## config.mk

```make
export PLATFORM = sky130hd
export DESIGN_NAME = cascaded_timer_carrier_pwm
export DESIGN_NICKNAME = d
export VERILOG_FILES = /design/src/tmr_pkg.sv /design/src/tick_if.sv /design/src/cascaded_timer_carrier_pwm.sv /design/src/tmr_prescale.sv /design/src/tmr_sync.sv
export SDC_FILE = /design/constraint.sdc
export NUM_CORES = 1
export LEC_CHECK = 0
export BUFFER_PORTS_ARGS = -buffer_cell sky130_fd_sc_hd__buf_2
export CAP_MARGIN = 25
export CORE_UTILIZATION = 30
export CTS_BUF_LIST = sky130_fd_sc_hd__clkbuf_8 sky130_fd_sc_hd__clkbuf_16
export CTS_CLUSTER_DIAMETER = 80
export CTS_CLUSTER_SIZE = 10
export DETAILED_ROUTE_END_ITERATION = 10
export PLACE_DENSITY = 0.58
export SLEW_MARGIN = 20
export SYNTH_ARGS = -nofsm -noshare
export SYNTH_HDL_FRONTEND = slang
export SYNTH_SLANG_ARGS = --single-unit
export TNS_END_PERCENT = 10
```

## constraint.sdc

```tcl
create_clock -name clk -period 2.4 [get_ports clk]
set_input_delay 0.12 -clock clk [delete_from_list [all_inputs] [get_ports clk]]
set_output_delay 0.12 -clock clk [all_outputs]
set_load 0.02 [all_outputs]
```

## src/tmr_pkg.sv

```systemverilog
// package: mode codes, clock select codes, field positions and reset values of the timer pair
package tmr_pkg;
    localparam logic [1:0] MODE_CASCADE   = 2'h0;
    localparam logic [1:0] MODE_CARRIER   = 2'h1;
    localparam logic [1:0] MODE_PWM       = 2'h2;
    localparam logic [2:0] CLK_DIV4       = 3'h0;
    localparam logic [2:0] CLK_DIV8       = 3'h1;
    localparam logic [2:0] CLK_EXT        = 3'h2;
    localparam logic [2:0] CLK_EXT_DIV2   = 3'h3;
    localparam logic [2:0] CLK_EXT_DIV4   = 3'h4;
    localparam logic [2:0] CLK_EXT_DIV8   = 3'h5;
    localparam int         CTL_REMOTE_BIT = 2;
    localparam int         CTL_NRZBUF_BIT = 1;
    localparam int         CTL_NRZACT_BIT = 0;
    localparam logic [7:0] COUNT_RESET    = 8'h00;
    localparam logic [2:0] PRE_RESET      = 3'h0;
endpackage

```

## src/tick_if.sv

```systemverilog
// interface: count tick from the prescaler to the counter core
`timescale 1ns/10ps
`default_nettype none
interface tick_if;
    logic tick;
    modport src (output tick);
    modport dst (input  tick);
endinterface
`default_nettype wire

```

## src/cascaded_timer_carrier_pwm.sv

```systemverilog
// top: cascaded 8-bit timer pair with 16-bit count, carrier and pwm modes
`timescale 1ns/10ps
`default_nettype none
module cascaded_timer_carrier_pwm (
    input  wire logic       clk,
    input  wire logic       rst_n,
    input  wire logic [1:0] mode_sel,
    input  wire logic [2:0] clock_select,
    input  wire logic       upper_run_enable,
    input  wire logic       lower_run_enable,
    input  wire logic       upper_output_enable,
    input  wire logic       lower_output_enable,
    input  wire logic [7:0] upper_compare,
    input  wire logic [7:0] lower_compare_low,
    input  wire logic [7:0] lower_compare_high,
    input  wire logic [7:0] ctl_wdata,
    input  wire logic       ctl_we,
    input  wire logic       event_input_pin,
    output logic [7:0]      ctl_rdata,
    output logic [7:0]      upper_counter,
    output logic [7:0]      lower_counter,
    output logic            upper_match_irq,
    output logic            lower_match_irq,
    output logic            lower_timer_output,
    output logic            lower_timer_output_oe,
    output logic            upper_timer_output,
    output logic            upper_timer_output_oe,
    output logic            compare_high_active
);
    // ------------------------------------------------------------------
    // state
    // ------------------------------------------------------------------
    typedef struct packed {
        logic [7:0] up_cnt;
        logic [7:0] lo_cnt;
        logic       lo_irq;
        logic       up_irq;
        logic       up_irq_last;
        logic       lo_tf;
        logic       up_tf;
        logic       sel_high;
        logic       remote_sel;
        logic       nrz_buf;
        logic       nrz_act;
    } core_state_t;

    core_state_t st_ff;
    core_state_t nxt_st;
    logic        event_sync;
    logic        is_cascade;
    logic        is_carrier;
    logic        lo_run;
    logic        up_run;
    logic        lo_match;
    logic        up_match;
    logic [7:0]  lo_cmp;
    logic [15:0] cnt16;
    logic        up_tick;

    tick_if tk_lo ();
    tick_if tk_up ();

    // ------------------------------------------------------------------
    // pin synchroniser and prescalers
    // ------------------------------------------------------------------
    tmr_sync u_sync (
        .clk   (clk),
        .rst_n (rst_n),
        .din   (event_input_pin),
        .dout  (event_sync)
    );

    tmr_prescale u_pre_lo (
        .clk        (clk),
        .rst_n      (rst_n),
        .run        (lo_run),
        .clk_sel    (clock_select),
        .event_sync (event_sync),
        .tk         (tk_lo.src)
    );

    // upper timer in carrier mode has its own prescaler on the same select
    tmr_prescale u_pre_up (
        .clk        (clk),
        .rst_n      (rst_n),
        .run        (up_run),
        .clk_sel    (clock_select),
        .event_sync (event_sync),
        .tk         (tk_up.src)
    );

    // ------------------------------------------------------------------
    // decode
    // ------------------------------------------------------------------
    function automatic logic cmp_eq(input logic [7:0] a, input logic [7:0] b);
        cmp_eq = (a == b);
    endfunction

    assign is_cascade = (mode_sel == tmr_pkg::MODE_CASCADE);
    assign is_carrier = (mode_sel == tmr_pkg::MODE_CARRIER);
    assign lo_run     = is_carrier ? (lower_run_enable & upper_run_enable)
                                   : lower_run_enable;
    assign up_run     = is_carrier & upper_run_enable & lower_run_enable;
    assign lo_cmp     = st_ff.sel_high ? lower_compare_high : lower_compare_low;
    assign cnt16      = {st_ff.up_cnt, st_ff.lo_cnt};
    // compare zero is legal: counter sits at zero and matches on next pulse
    assign lo_match   = tk_lo.tick & cmp_eq(st_ff.lo_cnt, lo_cmp);
    assign up_match   = cmp_eq(st_ff.up_cnt, upper_compare);
    assign up_tick    = tk_up.tick;

    // ------------------------------------------------------------------
    // counters, outputs, nrz
    // ------------------------------------------------------------------
    always_comb begin
        nxt_st             = st_ff;
        nxt_st.lo_irq      = 1'b0;
        nxt_st.up_irq      = 1'b0;
        nxt_st.up_irq_last = st_ff.up_irq;
        if (is_cascade) begin
            if (!lo_run) begin
                nxt_st.up_cnt = tmr_pkg::COUNT_RESET;
                nxt_st.lo_cnt = tmr_pkg::COUNT_RESET;
                nxt_st.lo_tf  = 1'b0;
            end else if (tk_lo.tick) begin
                if (cmp_eq(st_ff.lo_cnt, lower_compare_low) && up_match) begin
                    nxt_st.up_cnt = tmr_pkg::COUNT_RESET;
                    nxt_st.lo_cnt = tmr_pkg::COUNT_RESET;
                    nxt_st.lo_irq = 1'b1;
                    nxt_st.lo_tf  = ~st_ff.lo_tf;
                end else begin
                    {nxt_st.up_cnt, nxt_st.lo_cnt} = cnt16 + 16'h0001;
                end
            end
            nxt_st.sel_high = 1'b0;
        end else begin
            if (!lo_run) begin
                nxt_st.lo_cnt   = tmr_pkg::COUNT_RESET;
                nxt_st.lo_tf    = 1'b0;
                nxt_st.sel_high = 1'b0;
            end else if (lo_match) begin
                nxt_st.lo_cnt   = tmr_pkg::COUNT_RESET;
                nxt_st.lo_irq   = 1'b1;
                nxt_st.lo_tf    = ~st_ff.lo_tf;
                nxt_st.sel_high = ~st_ff.sel_high;
            end else if (tk_lo.tick) begin
                nxt_st.lo_cnt = st_ff.lo_cnt + 8'h01;
            end
            if (!is_carrier || !up_run) begin
                nxt_st.up_cnt = tmr_pkg::COUNT_RESET;
            end else if (up_tick) begin
                if (up_match) begin
                    nxt_st.up_cnt = tmr_pkg::COUNT_RESET;
                    nxt_st.up_irq = 1'b1;
                end else begin
                    nxt_st.up_cnt = st_ff.up_cnt + 8'h01;
                end
            end
        end
        // output low whenever disabled, so it starts low once enabled
        if (!lower_output_enable) begin
            nxt_st.lo_tf = 1'b0;
        end
        nxt_st.up_tf = 1'b0;
        // whole-byte control write; reload on irq rise wins for the active bit
        if (ctl_we) begin
            nxt_st.remote_sel = ctl_wdata[tmr_pkg::CTL_REMOTE_BIT];
            nxt_st.nrz_buf    = ctl_wdata[tmr_pkg::CTL_NRZBUF_BIT];
            nxt_st.nrz_act    = ctl_wdata[tmr_pkg::CTL_NRZACT_BIT];
        end else if (is_carrier && !up_run) begin
            nxt_st.nrz_buf = 1'b0;
        end
        if (st_ff.up_irq && !st_ff.up_irq_last) begin
            nxt_st.nrz_act = st_ff.nrz_buf;
        end
    end

    always_ff @(posedge clk or negedge rst_n) begin
        if (!rst_n) begin
            st_ff <= '0;
        end else begin
            st_ff <= nxt_st;
        end
    end

    // ------------------------------------------------------------------
    // outputs
    // ------------------------------------------------------------------
    always_comb begin
        lower_timer_output = st_ff.lo_tf;
        if (is_carrier) begin
            // remote select one has no source here, so it reads as low
            lower_timer_output = st_ff.lo_tf & st_ff.nrz_act & ~st_ff.remote_sel;
        end
    end

    assign ctl_rdata             = {5'h00, st_ff.remote_sel, st_ff.nrz_buf, st_ff.nrz_act};
    assign upper_counter         = st_ff.up_cnt;
    assign lower_counter         = st_ff.lo_cnt;
    assign lower_match_irq       = st_ff.lo_irq;
    assign upper_match_irq       = st_ff.up_irq;
    assign lower_timer_output_oe = lower_output_enable;
    // upper pin unusable in cascade; held low everywhere
    assign upper_timer_output    = st_ff.up_tf;
    assign upper_timer_output_oe = upper_output_enable & ~is_cascade;
    assign compare_high_active   = st_ff.sel_high;
endmodule
`default_nettype wire

```

## src/tmr_prescale.sv

```systemverilog
// prescaler: main clock or gated event input divided into a one-cycle count tick
`timescale 1ns/10ps
`default_nettype none
module tmr_prescale (
    input  wire logic       clk,
    input  wire logic       rst_n,
    input  wire logic       run,
    input  wire logic [2:0] clk_sel,
    input  wire logic       event_sync,
    tick_if.src             tk
);
    typedef struct packed {
        logic [2:0] div;
        logic [2:0] ext_div;
        logic       ev_last;
    } pre_state_t;

    pre_state_t st_ff;
    pre_state_t nxt_st;
    logic       ev_gated;
    logic       ev_edge;

    // pin is anded with run so a high pin at enable gives an immediate edge
    assign ev_gated = event_sync & run;
    assign ev_edge  = ev_gated & ~st_ff.ev_last;

    always_comb begin
        nxt_st         = st_ff;
        nxt_st.ev_last = ev_gated;
        tk.tick        = 1'b0;
        if (!run) begin
            // free phase restarts on enable: first tick comes one full division after run
            nxt_st.div     = tmr_pkg::PRE_RESET;
            nxt_st.ext_div = tmr_pkg::PRE_RESET;
        end else begin
            nxt_st.div = st_ff.div + 3'h1;
            if (ev_edge) begin
                nxt_st.ext_div = st_ff.ext_div + 3'h1;
            end
            case (clk_sel)
                tmr_pkg::CLK_DIV4:     tk.tick = (st_ff.div[1:0] == 2'h3);
                tmr_pkg::CLK_DIV8:     tk.tick = (st_ff.div == 3'h7);
                tmr_pkg::CLK_EXT:      tk.tick = ev_edge;
                tmr_pkg::CLK_EXT_DIV2: tk.tick = ev_edge & st_ff.ext_div[0];
                tmr_pkg::CLK_EXT_DIV4: tk.tick = ev_edge & (st_ff.ext_div[1:0] == 2'h3);
                tmr_pkg::CLK_EXT_DIV8: tk.tick = ev_edge & (st_ff.ext_div == 3'h7);
                default:               tk.tick = 1'b0;
            endcase
        end
    end

    always_ff @(posedge clk or negedge rst_n) begin
        if (!rst_n) begin
            st_ff <= '0;
        end else begin
            st_ff <= nxt_st;
        end
    end
endmodule
`default_nettype wire

```

## src/tmr_sync.sv

```systemverilog
// two-flop synchroniser for the event input pin
`timescale 1ns/10ps
`default_nettype none
module tmr_sync (
    input  wire logic clk,
    input  wire logic rst_n,
    input  wire logic din,
    output logic      dout
);
    typedef struct packed {
        logic s1;
        logic s2;
    } sync_state_t;

    sync_state_t st_ff;
    sync_state_t nxt_st;

    always_comb begin
        nxt_st.s1 = din;
        nxt_st.s2 = st_ff.s1;
    end

    always_ff @(posedge clk or negedge rst_n) begin
        if (!rst_n) begin
            st_ff <= '0;
        end else begin
            st_ff <= nxt_st;
        end
    end

    assign dout = st_ff.s2;
endmodule
`default_nettype wire

```

==> impl_metrics.yaml <==
yosys:
  yosysWarningCount: 0
  yosys_cell_types: 51
  async_reset_ff_share_pct: 100
  netlist_instances: 290
  ys_seq_elements: 40
  sequential_area_share_after_synthesis_pct: 36.7
  synth_edf_count: 0
  synthesized_cell_area_um2: 2730
  synth_area_per_cell_um2: 9.40
  synth_ff_type: "sky130_fd_sc_hd__dfrtp_1"
worst_setup_path:
  worst_r2r_startpoint: "u_pre_lo.st_ff[1]"
  worstPathArrival_ns: 2.46
  critPathLaunch: "u_pre_lo.st_ff[1]"
  endpoint_kind: "flip-flop"
  cpMostUsedCell: "sky130_fd_sc_hd__ha_1"
  crit_path_start_kind: "flip-flop"
  worstPathCellList: "ha_1, ha_1, mux2i_1, nor3_2, nor2_2, a32o_2, or4b_1, a21oi_1"
  worst-r2r-cell-count: 8
  critPathKind: "reg -> reg"
  crit_path_max_fanout: 8
  reg2reg_setup_slack_ns: 0.16
  critical_path_slowest_stage_cell: "sky130_fd_sc_hd__or4b_1"
  cp_slowest_stage_delay_ns: 0.51
  r2r_end: "upper_counter[6]"
  worstPathRequired_ns: 2.62
clocking:
  sink_count_of_the_clock_tree: 40
  clkTransAtPathRegs_ns: 0.08
  ctsRootBufferMaster: "sky130_fd_sc_hd__clkbuf_8"
  cts_made_buffers: 5
  tritoncts: "done"
  post_cts_setup_driven_buffer_insertion_count: 0
  clk_path_buf_depth: 2
  clk_latency_ns: 0.29
  cts_max_level: 2
timing:
  fin_worst_skew_ns: 0.00957
  finalSetupViolations: 0
  finalSetupTns_ns: 0
  finalHoldViolations: 0
  report.final.slew_viol_count: 0
  finalWorstPathRequiredPeriod_ns: 2.24
  fmax_ghz: 0.447
  grt_setup_unrepaired: "no"
  period_share_pct: 93.3
  slew_headroom_pct: 63.6
  worstMarginPinSlew_ns: 0.541
die:
  fp.dieW_um: 97.3
  die_area_um2: 9470
  die_height_um: 97.3
  placeableCoreArea_um2: 8760
  fp-row-count: 34
  pin_count: 76
  start_util_pct: 31.1
routing:
  dr.pass1.iters: 4
  routed_wirelength_mm: 6.17
  post_drt_wl_per_cell_um: 13.3
  antenna_violating_nets_post_route: 0
  first_iter_violations: 73
  drc: 0
  total_number_of_vias: 2247
  drt-vias-per-instance: 4.83
grt:
  groute.usage.overall_pct: 13.5
  grt.overflow.total: 0
  grt_max_degree: 41
  grt_antenna_before_repair: 0
  layer_carrying_the_most_global_route_usage: "met2"
  first_global_vias: 2211
  grtUsageMet3_pct: 3.31
  wire_length_of_the_first_global_routing_pass_mm: 10.3
  gr-usage-met1_pct: 18.1
  global_route.usage.met2_pct: 21.9
worst_hold_path:
  worstHoldPathType: "in -> reg"
  min_to: "ctl_rdata[1]"
  min_from: "ctl_wdata[1]"
  min_delay_path_depth: 3
power_and_ir_drop:
  pwr_density_cell_nw_per_um2: 434
  report.power.total_uw: 1420
  total_leakage_power_uw: 0.00158
  worst_ir_drop_vdd_mv: 0.197
placed_design:
  post_detailed_placement_half_perimeter_wirelength_mm: 4.80
  gp_routability_congestion: 0.800
  place_inst: 454
  port_buffers: 64
layout:
  layout.cells.most_common: "sky130_fd_sc_hd__buf_2"
  final_cell_mix: "64 x sky130_fd_sc_hd__buf_2, 40 x sky130_fd_sc_hd__dfrtp_1, 25 x sky130_fd_sc_hd__buf_4, 21 x sky130_fd_sc_hd__nand2_1, 19 x sky130_fd_sc_hd__xor2_1"
  finalNonFillerCells: 465
  fill_cells: 911
  num_antenna_cells: 0
  ratio_of_cells_with_drive_above_1_in_the_final_layout_pct: 30.5
  layout.nets: 411
  syn_to_final_growth_pct: 20.1
outcome:
  outcome: "complete, no violations"
job:
  cap_violations: 0
[per-layer routing]
layer,wire (µm),vias up,share of wire (%)
li1,-,1135,-
met1,2820,1047,46
met2,2930,61,48
met3,368,4,6.0
met4,47,0,0.76
met5,0,-,0
[per-stage QoR]
step,cell area (µm²),utilization (%),worst slack [ns],hold slack (ns)
global route,3270,37.4,0.0112,0.0527
global placement,3120,35.6,0.119,0.233
floorplan,2750,-,0.375,-0.176
CTS,3240,36.9,0.106,0.0490
finish,3270,37.4,0.161,0.0539
detailed placement,3120,35.6,0.122,0.229
[Yosys cell counts, drive strengths merged (3+ instances only)]
master  instances  area (µm²)
ha             10         125
xnor2           8        70.1
o31ai           3        22.5
nand3           5        25.0
xor2           19         166
dfrtp          40        1000
o21ai           8        40.0
o22ai           6        37.5
mux2i          17         170
and3            3        18.8
a211oi          4        30.0
nor2           14        57.6
nor4            9        56.3
buf            36         258
inv             5        18.8
a21oi           6        30.0
nor2b           6        37.5
a31oi           5        31.3
nor3           15        85.1
nand2b          7        43.8
nand2          21        78.8
and2           10        62.6
[state kept, by name (all words and copies together), names as in the netlist]
name,count
st_ff,2
u_pre_lo.st_ff,7
lower_match_irq,1
u_pre_up.st_ff,7
compare_high_active,1
u_sync.dout,1
upper_match_irq,1
upper_counter,8
u_sync.nxt_st,1
lower_counter,8
ctl_rdata,3
[cell families after synthesis]
logic type,Yosys count,share of synthesized area [%]
fa+ha+maj,10,4.59
xor+xnor,27,8.67
buf+inv,43,10.4
mux,18,6.65
other cells,1,0.138
simple gates,104,20.9
flops,40,36.7
compound gates,47,11.9
[area by class of cell]
cell class              count  area [µm²]  area share, %
repair buffers             92         548           16.7
flip-flops and latches     40        1000           30.6
clock inverters             2        10.0          0.306
clock buffers               6        82.6           2.52
multi-input cells         212        1480           45.1
well taps                 108         135           4.13
inverters                   5        18.8          0.573
[repair_timing]
item,CTS,global route
resized for setup,0,4
hold buffers,2,0
hold endpoints to repair,2,0
endpoints found under the setup margin,0,10
[worst max path at each step]
stage,end
floorplan,lower_counter[6]
global route,upper_counter[6]
global placement,lower_counter[5]
CTS,upper_counter[6]
detailed placement,upper_counter[6]
finish,upper_counter[6]
[power by group]
part / total (µW) / switching (µW) / leakage (µW) / internal (µW)
logic: 244 / 137 / 0.000987 / 107
clock network: 460 / 231 / 0.0000510 / 230
registers: 714 / 20.3 / 0.000542 / 694
[critical path: cells and delay by family, from the launching register on]
family,cells,cell delay (ns)
adders and majority gates,2,0.35
AOI/OAI and AO/OA,2,0.48
and+or+nand+nor,3,0.88
DFF,1,0.39
muxes,1,0.08
No activity file was read; power rests on OpenSTA's default activity.
